===== src/design/port_clock_gating_pkg.sv =====
// register map, field layout and shared types for the port clock gating block
// assumes a plain single-cycle register port on the system clock
package port_clock_gating_pkg;

  localparam int ADDR_W     = 12;
  localparam int DATA_W     = 32;
  localparam int NUM_PORTS  = 5;

  // ---------------------------------------------------------------------------
  // register offsets
  // ---------------------------------------------------------------------------
  localparam logic [ADDR_W-1:0] RUN_GATE_OFS   = 12'h108;
  localparam logic [ADDR_W-1:0] SLEEP_GATE_OFS = 12'h118;
  localparam logic [ADDR_W-1:0] DEEP_GATE_OFS  = 12'h128;
  localparam logic [ADDR_W-1:0] DS_SRC_OFS     = 12'h144;
  localparam logic [ADDR_W-1:0] VFY_CLR_OFS    = 12'h150;
  localparam logic [ADDR_W-1:0] REG_RST_OFS    = 12'h160;
  localparam logic [ADDR_W-1:0] RUN_CFG_OFS    = 12'h060;
  localparam logic [ADDR_W-1:0] IRQ_STAT_OFS   = 12'h170;
  localparam logic [ADDR_W-1:0] IRQ_MASK_OFS   = 12'h174;

  // ---------------------------------------------------------------------------
  // field positions and reset values
  // ---------------------------------------------------------------------------
  localparam int AUTO_GATE_BIT  = 0;
  localparam int OSC_OVR_BIT    = 0;
  localparam int VFY_CLR_BIT    = 0;
  localparam int REG_RST_BIT    = 0;
  localparam logic [NUM_PORTS-1:0] GATE_RST = 5'h00;
  localparam logic [DATA_W-1:0]    ZERO_WORD = 32'h0000_0000;

  // interrupt status bit positions
  localparam int EV_FAULT   = 0;
  localparam int EV_VERIFY  = 1;
  localparam int EV_WAKE    = 2;
  localparam int NUM_EVENTS = 3;

  typedef enum logic [1:0] {
    PM_RUN   = 2'b00,
    PM_SLEEP = 2'b01,
    PM_DEEP  = 2'b11
  } power_mode_type;

  typedef enum logic [1:0] {
    SRC_MAIN     = 2'b00,
    SRC_INTERNAL = 2'b01,
    SRC_BACKUP   = 2'b11
  } clk_src_type;

  typedef struct packed {
    logic [ADDR_W-1:0] addr;
    logic [DATA_W-1:0] wdata;
    logic              wr;
    logic              rd;
  } reg_req_type;

  typedef struct packed {
    logic [NUM_PORTS-1:0] sel;
    logic                 rd;
    logic                 wr;
  } port_access_type;

endpackage : port_clock_gating_pkg


===== src/design/port_clock_gating_sysctl.sv =====
// port clock gating, deep-sleep clock source override, verify clear and
// regulator reset enable, all in one system-control slice
// assumes power mode, wake and fault inputs are on sys_clk_i already,
// except the regulator status, which comes from an analog pin
//
// Decided for this implementation: the strobed register port.
`timescale 1ns/1ps

module port_clock_gating_sysctl
  import port_clock_gating_pkg::*;
(
  input  wire logic                                      sys_clk_i,
  input  wire logic                                      reset_n_i,
  input  wire port_clock_gating_pkg::reg_req_type        reg_req_i,
  output logic [port_clock_gating_pkg::DATA_W-1:0]       reg_rdata_o,
  input  wire port_clock_gating_pkg::power_mode_type     power_mode_i,
  input  wire logic                                      deep_wake_i,
  input  wire port_clock_gating_pkg::clk_src_type        run_src_i,
  input  wire logic                                      verify_fault_i,
  input  wire port_clock_gating_pkg::port_access_type    port_access_i,
  input  wire logic                                      regulator_lost_i,
  output logic [port_clock_gating_pkg::NUM_PORTS-1:0]    port_clk_en_o,
  output logic                                           bus_fault_o,
  output port_clock_gating_pkg::clk_src_type             clk_src_o,
  output logic                                           main_osc_pwr_o,
  output logic                                           int_osc_pwr_o,
  output logic                                           verify_clear_o,
  output logic                                           regulator_reset_o,
  output logic                                           irq_o
);
  import port_clock_gating_pkg::*;

  // ---------------------------------------------------------------------------
  // register state
  // ---------------------------------------------------------------------------
  logic [NUM_PORTS-1:0]  run_gate_r;
  logic [NUM_PORTS-1:0]  sleep_gate_r;
  logic [NUM_PORTS-1:0]  deep_gate_r;
  logic                  auto_gate_r;
  logic                  osc_ovr_r;
  logic                  vfy_clr_r;
  logic                  reg_rst_en_r;
  logic [NUM_EVENTS-1:0] irq_stat_r;
  logic [NUM_EVENTS-1:0] irq_mask_r;
  logic [DATA_W-1:0]     rdata_r;
  logic                  fault_r;
  logic                  in_deep_r;
  clk_src_type           saved_src_r;
  logic                  vfy_active_r;
  logic                  vfy_armed_r;
  logic                  reg_lost_s1_r;
  logic                  reg_lost_s2_r;
  logic                  reg_rst_r;

  // ---------------------------------------------------------------------------
  // address decode
  // ---------------------------------------------------------------------------
  wire hit_run   = reg_req_i.addr == RUN_GATE_OFS;
  wire hit_sleep = reg_req_i.addr == SLEEP_GATE_OFS;
  wire hit_deep  = reg_req_i.addr == DEEP_GATE_OFS;
  wire hit_src   = reg_req_i.addr == DS_SRC_OFS;
  wire hit_vfy   = reg_req_i.addr == VFY_CLR_OFS;
  wire hit_rrst  = reg_req_i.addr == REG_RST_OFS;
  wire hit_cfg   = reg_req_i.addr == RUN_CFG_OFS;
  wire hit_stat  = reg_req_i.addr == IRQ_STAT_OFS;
  wire hit_mask  = reg_req_i.addr == IRQ_MASK_OFS;
  wire wr        = reg_req_i.wr;
  wire [DATA_W-1:0] wd = reg_req_i.wdata;

  // ---------------------------------------------------------------------------
  // read mux
  // ---------------------------------------------------------------------------
  logic [DATA_W-1:0] rd_mux;
  // reserved bits fixed at zero, so writes to them are dropped
  always_comb begin
    if (hit_run) begin
      rd_mux = {{(DATA_W-NUM_PORTS){1'b0}}, run_gate_r};
    end else if (hit_sleep) begin
      rd_mux = {{(DATA_W-NUM_PORTS){1'b0}}, sleep_gate_r};
    end else if (hit_deep) begin
      rd_mux = {{(DATA_W-NUM_PORTS){1'b0}}, deep_gate_r};
    end else if (hit_src) begin
      rd_mux = {{(DATA_W-1){1'b0}}, osc_ovr_r};
    end else if (hit_vfy) begin
      rd_mux = {{(DATA_W-1){1'b0}}, vfy_clr_r};
    end else if (hit_rrst) begin
      rd_mux = {{(DATA_W-1){1'b0}}, reg_rst_en_r};
    end else if (hit_cfg) begin
      rd_mux = {{(DATA_W-1){1'b0}}, auto_gate_r};
    end else if (hit_stat) begin
      rd_mux = {{(DATA_W-NUM_EVENTS){1'b0}}, irq_stat_r};
    end else if (hit_mask) begin
      rd_mux = {{(DATA_W-NUM_EVENTS){1'b0}}, irq_mask_r};
    end else begin
      rd_mux = ZERO_WORD;
    end
  end

  // ---------------------------------------------------------------------------
  // bank selection and gating
  // ---------------------------------------------------------------------------
  logic [NUM_PORTS-1:0] active_bank;
  always_comb begin
    active_bank = run_gate_r;
    if (auto_gate_r) begin
      case (power_mode_i)
        PM_SLEEP: active_bank = sleep_gate_r;
        PM_DEEP:  active_bank = deep_gate_r;
        default:  active_bank = run_gate_r;
      endcase
    end
  end

  wire [NUM_PORTS-1:0] blocked_hit =
    port_access_i.sel & ~active_bank;
  wire access_bad =
    (port_access_i.rd | port_access_i.wr) & (|blocked_hit);

  // ---------------------------------------------------------------------------
  // deep-sleep clock source
  // ---------------------------------------------------------------------------
  wire deep_now   = power_mode_i == PM_DEEP;
  wire deep_enter = deep_now & ~in_deep_r;
  wire deep_exit  = in_deep_r & deep_wake_i;
  wire wake_ev    = deep_exit;

  clk_src_type src_sel;
  always_comb begin
    if (vfy_active_r) begin
      src_sel = SRC_BACKUP;
    end else if (in_deep_r && osc_ovr_r) begin
      src_sel = SRC_INTERNAL;
    end else if (in_deep_r) begin
      src_sel = saved_src_r;
    end else begin
      src_sel = run_src_i;
    end
  end

  // ---------------------------------------------------------------------------
  // register writes
  // ---------------------------------------------------------------------------
  always_ff @(posedge sys_clk_i or negedge reset_n_i) begin
    if (!reset_n_i) begin
      run_gate_r   <= GATE_RST;
      sleep_gate_r <= GATE_RST;
      deep_gate_r  <= GATE_RST;
      auto_gate_r  <= 1'b0;
      osc_ovr_r    <= 1'b0;
      vfy_clr_r    <= 1'b0;
      reg_rst_en_r <= 1'b0;
      irq_mask_r   <= '0;
    end else begin
      if (wr && hit_run)   run_gate_r   <= wd[NUM_PORTS-1:0];
      if (wr && hit_sleep) sleep_gate_r <= wd[NUM_PORTS-1:0];
      if (wr && hit_deep)  deep_gate_r  <= wd[NUM_PORTS-1:0];
      if (wr && hit_cfg)   auto_gate_r  <= wd[AUTO_GATE_BIT];
      if (wr && hit_src)   osc_ovr_r    <= wd[OSC_OVR_BIT];
      if (wr && hit_vfy)   vfy_clr_r    <= wd[VFY_CLR_BIT];
      if (wr && hit_rrst)  reg_rst_en_r <= wd[REG_RST_BIT];
      if (wr && hit_mask)  irq_mask_r   <= wd[NUM_EVENTS-1:0];
    end
  end

  // ---------------------------------------------------------------------------
  // status, fault and clock state
  // ---------------------------------------------------------------------------
  wire [NUM_EVENTS-1:0] ev_set;
  assign ev_set[EV_FAULT]  = access_bad;
  assign ev_set[EV_VERIFY] = verify_fault_i & ~vfy_active_r;
  assign ev_set[EV_WAKE]   = wake_ev;
  wire [NUM_EVENTS-1:0] ev_clr =
    (wr && hit_stat) ? wd[NUM_EVENTS-1:0] : '0;

  // clearing needs the one-then-zero sequence; a held one does not keep
  // re-clearing a fault that returns later
  wire vfy_release = vfy_armed_r & ~vfy_clr_r;

  always_ff @(posedge sys_clk_i or negedge reset_n_i) begin
    if (!reset_n_i) begin
      rdata_r      <= ZERO_WORD;
      fault_r      <= 1'b0;
      irq_stat_r   <= '0;
      in_deep_r    <= 1'b0;
      saved_src_r  <= SRC_MAIN;
      vfy_active_r <= 1'b0;
      vfy_armed_r  <= 1'b0;
    end else begin
      rdata_r    <= reg_req_i.rd ? rd_mux : ZERO_WORD;
      fault_r    <= access_bad;
      irq_stat_r <= (irq_stat_r & ~ev_clr) | ev_set;  // set wins over clear
      if (deep_enter) begin
        in_deep_r   <= 1'b1;
        saved_src_r <= run_src_i;
      end else if (deep_exit) begin
        in_deep_r   <= 1'b0;
      end
      vfy_armed_r <= vfy_clr_r;
      if (verify_fault_i) begin
        vfy_active_r <= 1'b1;
      end else if (vfy_release) begin
        vfy_active_r <= 1'b0;
      end
    end
  end

  // ---------------------------------------------------------------------------
  // regulator loss: analog pin, synchronised before use
  // ---------------------------------------------------------------------------
  always_ff @(posedge sys_clk_i or negedge reset_n_i) begin
    if (!reset_n_i) begin
      reg_lost_s1_r <= 1'b0;
      reg_lost_s2_r <= 1'b0;
      reg_rst_r     <= 1'b0;
    end else begin
      reg_lost_s1_r <= regulator_lost_i;
      reg_lost_s2_r <= reg_lost_s1_r;
      reg_rst_r     <= reg_lost_s2_r & reg_rst_en_r;
    end
  end

  // ---------------------------------------------------------------------------
  // outputs
  // ---------------------------------------------------------------------------
  assign port_clk_en_o     = active_bank;
  assign bus_fault_o       = fault_r;
  assign reg_rdata_o       = rdata_r;
  assign clk_src_o         = src_sel;
  assign int_osc_pwr_o     = src_sel == SRC_INTERNAL;
  assign main_osc_pwr_o    = src_sel != SRC_INTERNAL;
  assign verify_clear_o    = vfy_clr_r;
  assign regulator_reset_o = reg_rst_r;
  assign irq_o             = |(irq_stat_r & irq_mask_r);
endmodule : port_clock_gating_sysctl


===== config.mk =====
export PLATFORM = sky130hd
export DESIGN_NAME = port_clock_gating_sysctl
export DESIGN_NICKNAME = d
export VERILOG_FILES = /design/src/design/port_clock_gating_pkg.sv /design/src/design/port_clock_gating_sysctl.sv
export SDC_FILE = /design/constraint.sdc
export NUM_CORES = 1
export LEC_CHECK = 0
export BUFFER_PORTS_ARGS = -buffer_cell sky130_fd_sc_hd__buf_2
export CAP_MARGIN = 10
export CORE_MARGIN = 5
export CORE_UTILIZATION = 47
export DETAILED_ROUTE_END_ITERATION = 16
export GPL_TIMING_DRIVEN = 0
export MAX_ROUTING_LAYER = met4
export PLACE_DENSITY = 0.87
export RECOVER_POWER = 50
export SETUP_SLACK_MARGIN = 0.02
export SYNTH_ARGS = -nofsm -noshare
export SYNTH_HDL_FRONTEND = slang
export SYNTH_SLANG_ARGS = --single-unit

===== constraint.sdc =====
create_clock -name sys_clk_i -period 1.95 [get_ports sys_clk_i]
set_clock_uncertainty 0.05 [all_clocks]
set_input_delay 0.0975 -clock sys_clk_i [delete_from_list [all_inputs] [get_ports sys_clk_i]]
set_output_delay 0.0975 -clock sys_clk_i [all_outputs]
set_load 0.1 [all_outputs]

==> results.md <==
- Die area: approximately 6400 um^2
- Cell depth of the worst setup path: 6
- Critical path endpoint category: output port
- Max transition margin: 0.223
- Port bufs: 50
- Final setup violation count: 0
- Fmax: 534 MHz
- PwrDens: 622 nW/um^2
- Reg2reg setup slack: approximately 0.36 ns
- CTS Buffer Depth: 2
- Synth Warn #: 0
- Worst hold path depth: 2
- DRC Markers: 0
- Multiplexer share of the synthesized area: 0.148
- Required time worst endpoint: approximately 1.8 ns
- Final RePlAce weighted congestion: about 0.89
- Vias in the first global route: roughly 1900
- Synth area leader: dfrtp_1
- Cells after synthesis: between 200 and 250
- Setup CP Type: reg2out
- Crit-path cells: inv_2 -> nor2_2 -> a221o_4 -> or2_4 -> clkinvlp_4 -> buf_12
- Synth Area in Simple Gates: 0.191
- Share of layout cells above drive strength 1: 0.344
- Final ANT Viol Nets: 0
- Most frequent cells in the layout: buf_2 (42), dfrtp_1 (39), buf_4 (32)
- Worst hold path type: in2reg
- Avg Cell Area, Syn: 10.4 um^2
- Initial antenna violation count: 0
- Die Span Y: approximately 80 um
- First-pass GRT wire length: 9000 um
- I/O Pins: about 110
- Synth Area in Adders: 0
- Clock-pin slew on the worst setup and hold paths: 0.07 ns
- Routed Wire Length: between 5000 and 6000 um
- DP Area: about 2800 um^2
- CP delay by family, top: flip-flops
- Largest family of logic cells by synthesized area: simple AND/OR/NAND/NOR gates
- CORE AREA: 4720 um^2
- Root buffer cell: clkbuf_8
- Slew @ Worst Pin: between 1 and 1.5 ns
- R2R cell count: 5
- Sequential fraction of the synthesis area: 0.424
- Finished Cell Area: approximately 3000 um^2
- CP startpoint kind: flip-flop
- Synth Register Bits: 39
- VDD IR-drop max: about 0.00040 V
- Row count: 25
- LEAKAGE: roughly 0.0015 uW
- Critical Path Fanout Max: 6
- DRT Pass-1 Iters: 4
- Critical Path Max Stage Delay: around 0.4 ns
- Clock sinks: 39
- Via density: between 5 and 6
- Antenna Cells: 0
- Max Cap Violations: 0
- Slew Limit Fails: 0
- Final number of hold-violating endpoints: 0
- 1st-iter DRT viols: between 80 and 90
- GRT Total Usage: 0.190
- Outcome: complete, no violations
- Initial core utilization: 0.487
- Buf/Inv on CP: 3
- Area Overhead vs Synth: 27.1%
- H-tree levels: 2
- Die width: around 80 um
- CTS tree: yes
- Drt wl/cell: approximately 15 um
- Crit share post-route: 0.961
- Post-CTS setup buffers: 0
- Yosys top cell area share: 0.424
- Total number of vias: slightly below 2000
- Slowest cell on crit path: dfrtp_1
- Synth Area in Compound Gates: 0.117
- Synth top area cells: dfrtp_1 (42%), mux2_1 (9.3%), buf_4 (8.8%)
- Post-Syn Area: between 2000 and 2500 um^2
- Commonest non-fill, non-tap cell in the layout: buf_2
- Synth unique cells: 51
- Crit path time final: about 1.9 ns
- Crit path DAT: about 1.7 ns
- Number of CTS-inserted buffers: 5
- RSZ-0062 raised after global routing: false
- WHS: about 0.013 ns
- Post-synthesis xor/xnor area fraction: 0
- Post-DP HPWL: between 4000 and 5000 um
- Clk Latency, worst-skew pair: around 0.3 ns
- Layout Nets: between 300 and 400
- GR Overflow Total: 0
- Largest net degree at the start of global routing: 40
-- routing by layer --
layer | GRT usage | wire, um | vias up
met3 | 0.0451 | 493 | 10
met2 | 0.305 | 2660 | 81
li1 | - | - | 926
met4 | 0.0777 | 116 | 0
met1 | 0.230 | 2220 | 909
met5 | - | 0 | -
-- final timing paths --
check / from / to
max: in_deep_r$_DFFE_PN0P_ / int_osc_pwr_o
min: run_src_i[0] / saved_src_r[0]$_DFFE_PN0P_
max reg2reg: auto_gate_r$_DFFE_PN0P_ / irq_stat_r[0]$_DFF_PN0_
min reg2reg: reg_lost_s1_r$_DFF_PN0_ / reg_lost_s2_r$_DFF_PN0_
max in group asynchronous: reset_n_i / irq_mask_r[1]$_DFFE_PN0P_
min in group asynchronous: reset_n_i / reg_rdata_o[0]$_DFF_PN0_
-- stage by stage --
step | power [uW] | setup WS, ns | util | instances | setup TNS [ns]
after detailed placement | 1300 | -0.107 | 0.583 | 364 | -1.31
after global placement | 1300 | -0.111 | 0.583 | 364 | -1.54
after global routing | 1900 | 0.0117 | 0.619 | 378 | 0
after floorplan | 1220 | -0.251 | - | 247 | -1.27
after CTS | 1840 | 0.0352 | 0.617 | 378 | 0
final | 1820 | 0.0758 | 0.619 | 378 | 0
-- Yosys cell counts (all sizes together) --
cell / instances
a211oi: 1
a21o: 1
a21oi: 6
a221o: 1
a222oi: 1
a22o: 4
a22oi: 1
a311oi: 1
a31o: 2
a31oi: 1
a32oi: 1
and2: 1
and3: 4
buf: 29
clkbuf: 4
conb: 1
dfrtp: 39
inv: 12
mux2: 24
mux2i: 7
nand2: 12
nand2b: 5
nand3: 12
nand3b: 3
nand4: 3
nor2: 7
nor2b: 5
nor3: 5
nor3b: 1
nor4: 2
nor4b: 1
nor4bb: 1
o2111a: 1
o211a: 1
o211ai: 1
o21ai: 12
o22ai: 1
o31ai: 2
o32a: 1
or2: 1
or3: 2
or4: 1
-- sequential cells by signal (all words and copies together) (netlist names) --
signal	cells
saved_src_r	2
vfy_armed_r	1
reg_rst_en_r	1
bus_fault_o	1
regulator_reset_o	1
reg_lost_s1_r	1
reg_lost_s2_r	1
deep_gate_r	5
in_deep_r	1
run_gate_r	5
irq_stat_r	3
irq_mask_r	3
auto_gate_r	1
vfy_active_r	1
osc_ovr_r	1
sleep_gate_r	5
verify_clear_o	1
reg_rdata_o	5
-- area by class of cell --
| type | instances | area [um^2] |
|---|---|---|
| fillers | 414 | 1800 |
| well taps | 67 | 83.8 |
| clock buffers | 7 | 76.3 |
| clock inverters | 1 | 5.00 |
| inverters | 12 | 48.8 |
| plain buffers | 33 | 228 |
| repair buffers | 56 | 339 |
| flip-flops and latches | 39 | 976 |
| multi-input cells | 163 | 1170 |
-- power breakdown --
group	switching [uW]	total, uW	internal [uW]
Clock	269	520	251
Combinational	352	461	109
Sequential	11.0	838	827
Total	633	1820	1190
-- repair_timing --
| item | CTS | global route |
|---|---|---|
| endpoints found under the hold margin | 49 | 0 |
| pin swaps | 0 | 0 |
| setup endpoints to repair | 6 | 6 |
| hold buffers | 6 | 0 |
| gates resized for setup | 7 | 5 |
| gates cloned | 0 | 0 |
-- cell families after synthesis --
kind of cell           after synthesis
AOI/OAI and AO/OA                   39
buffers and inverters               45
DFF                                 39
muxes                               31
other                                1
and+or+nand+nor                     66
Power figures use the tool's default switching activity.
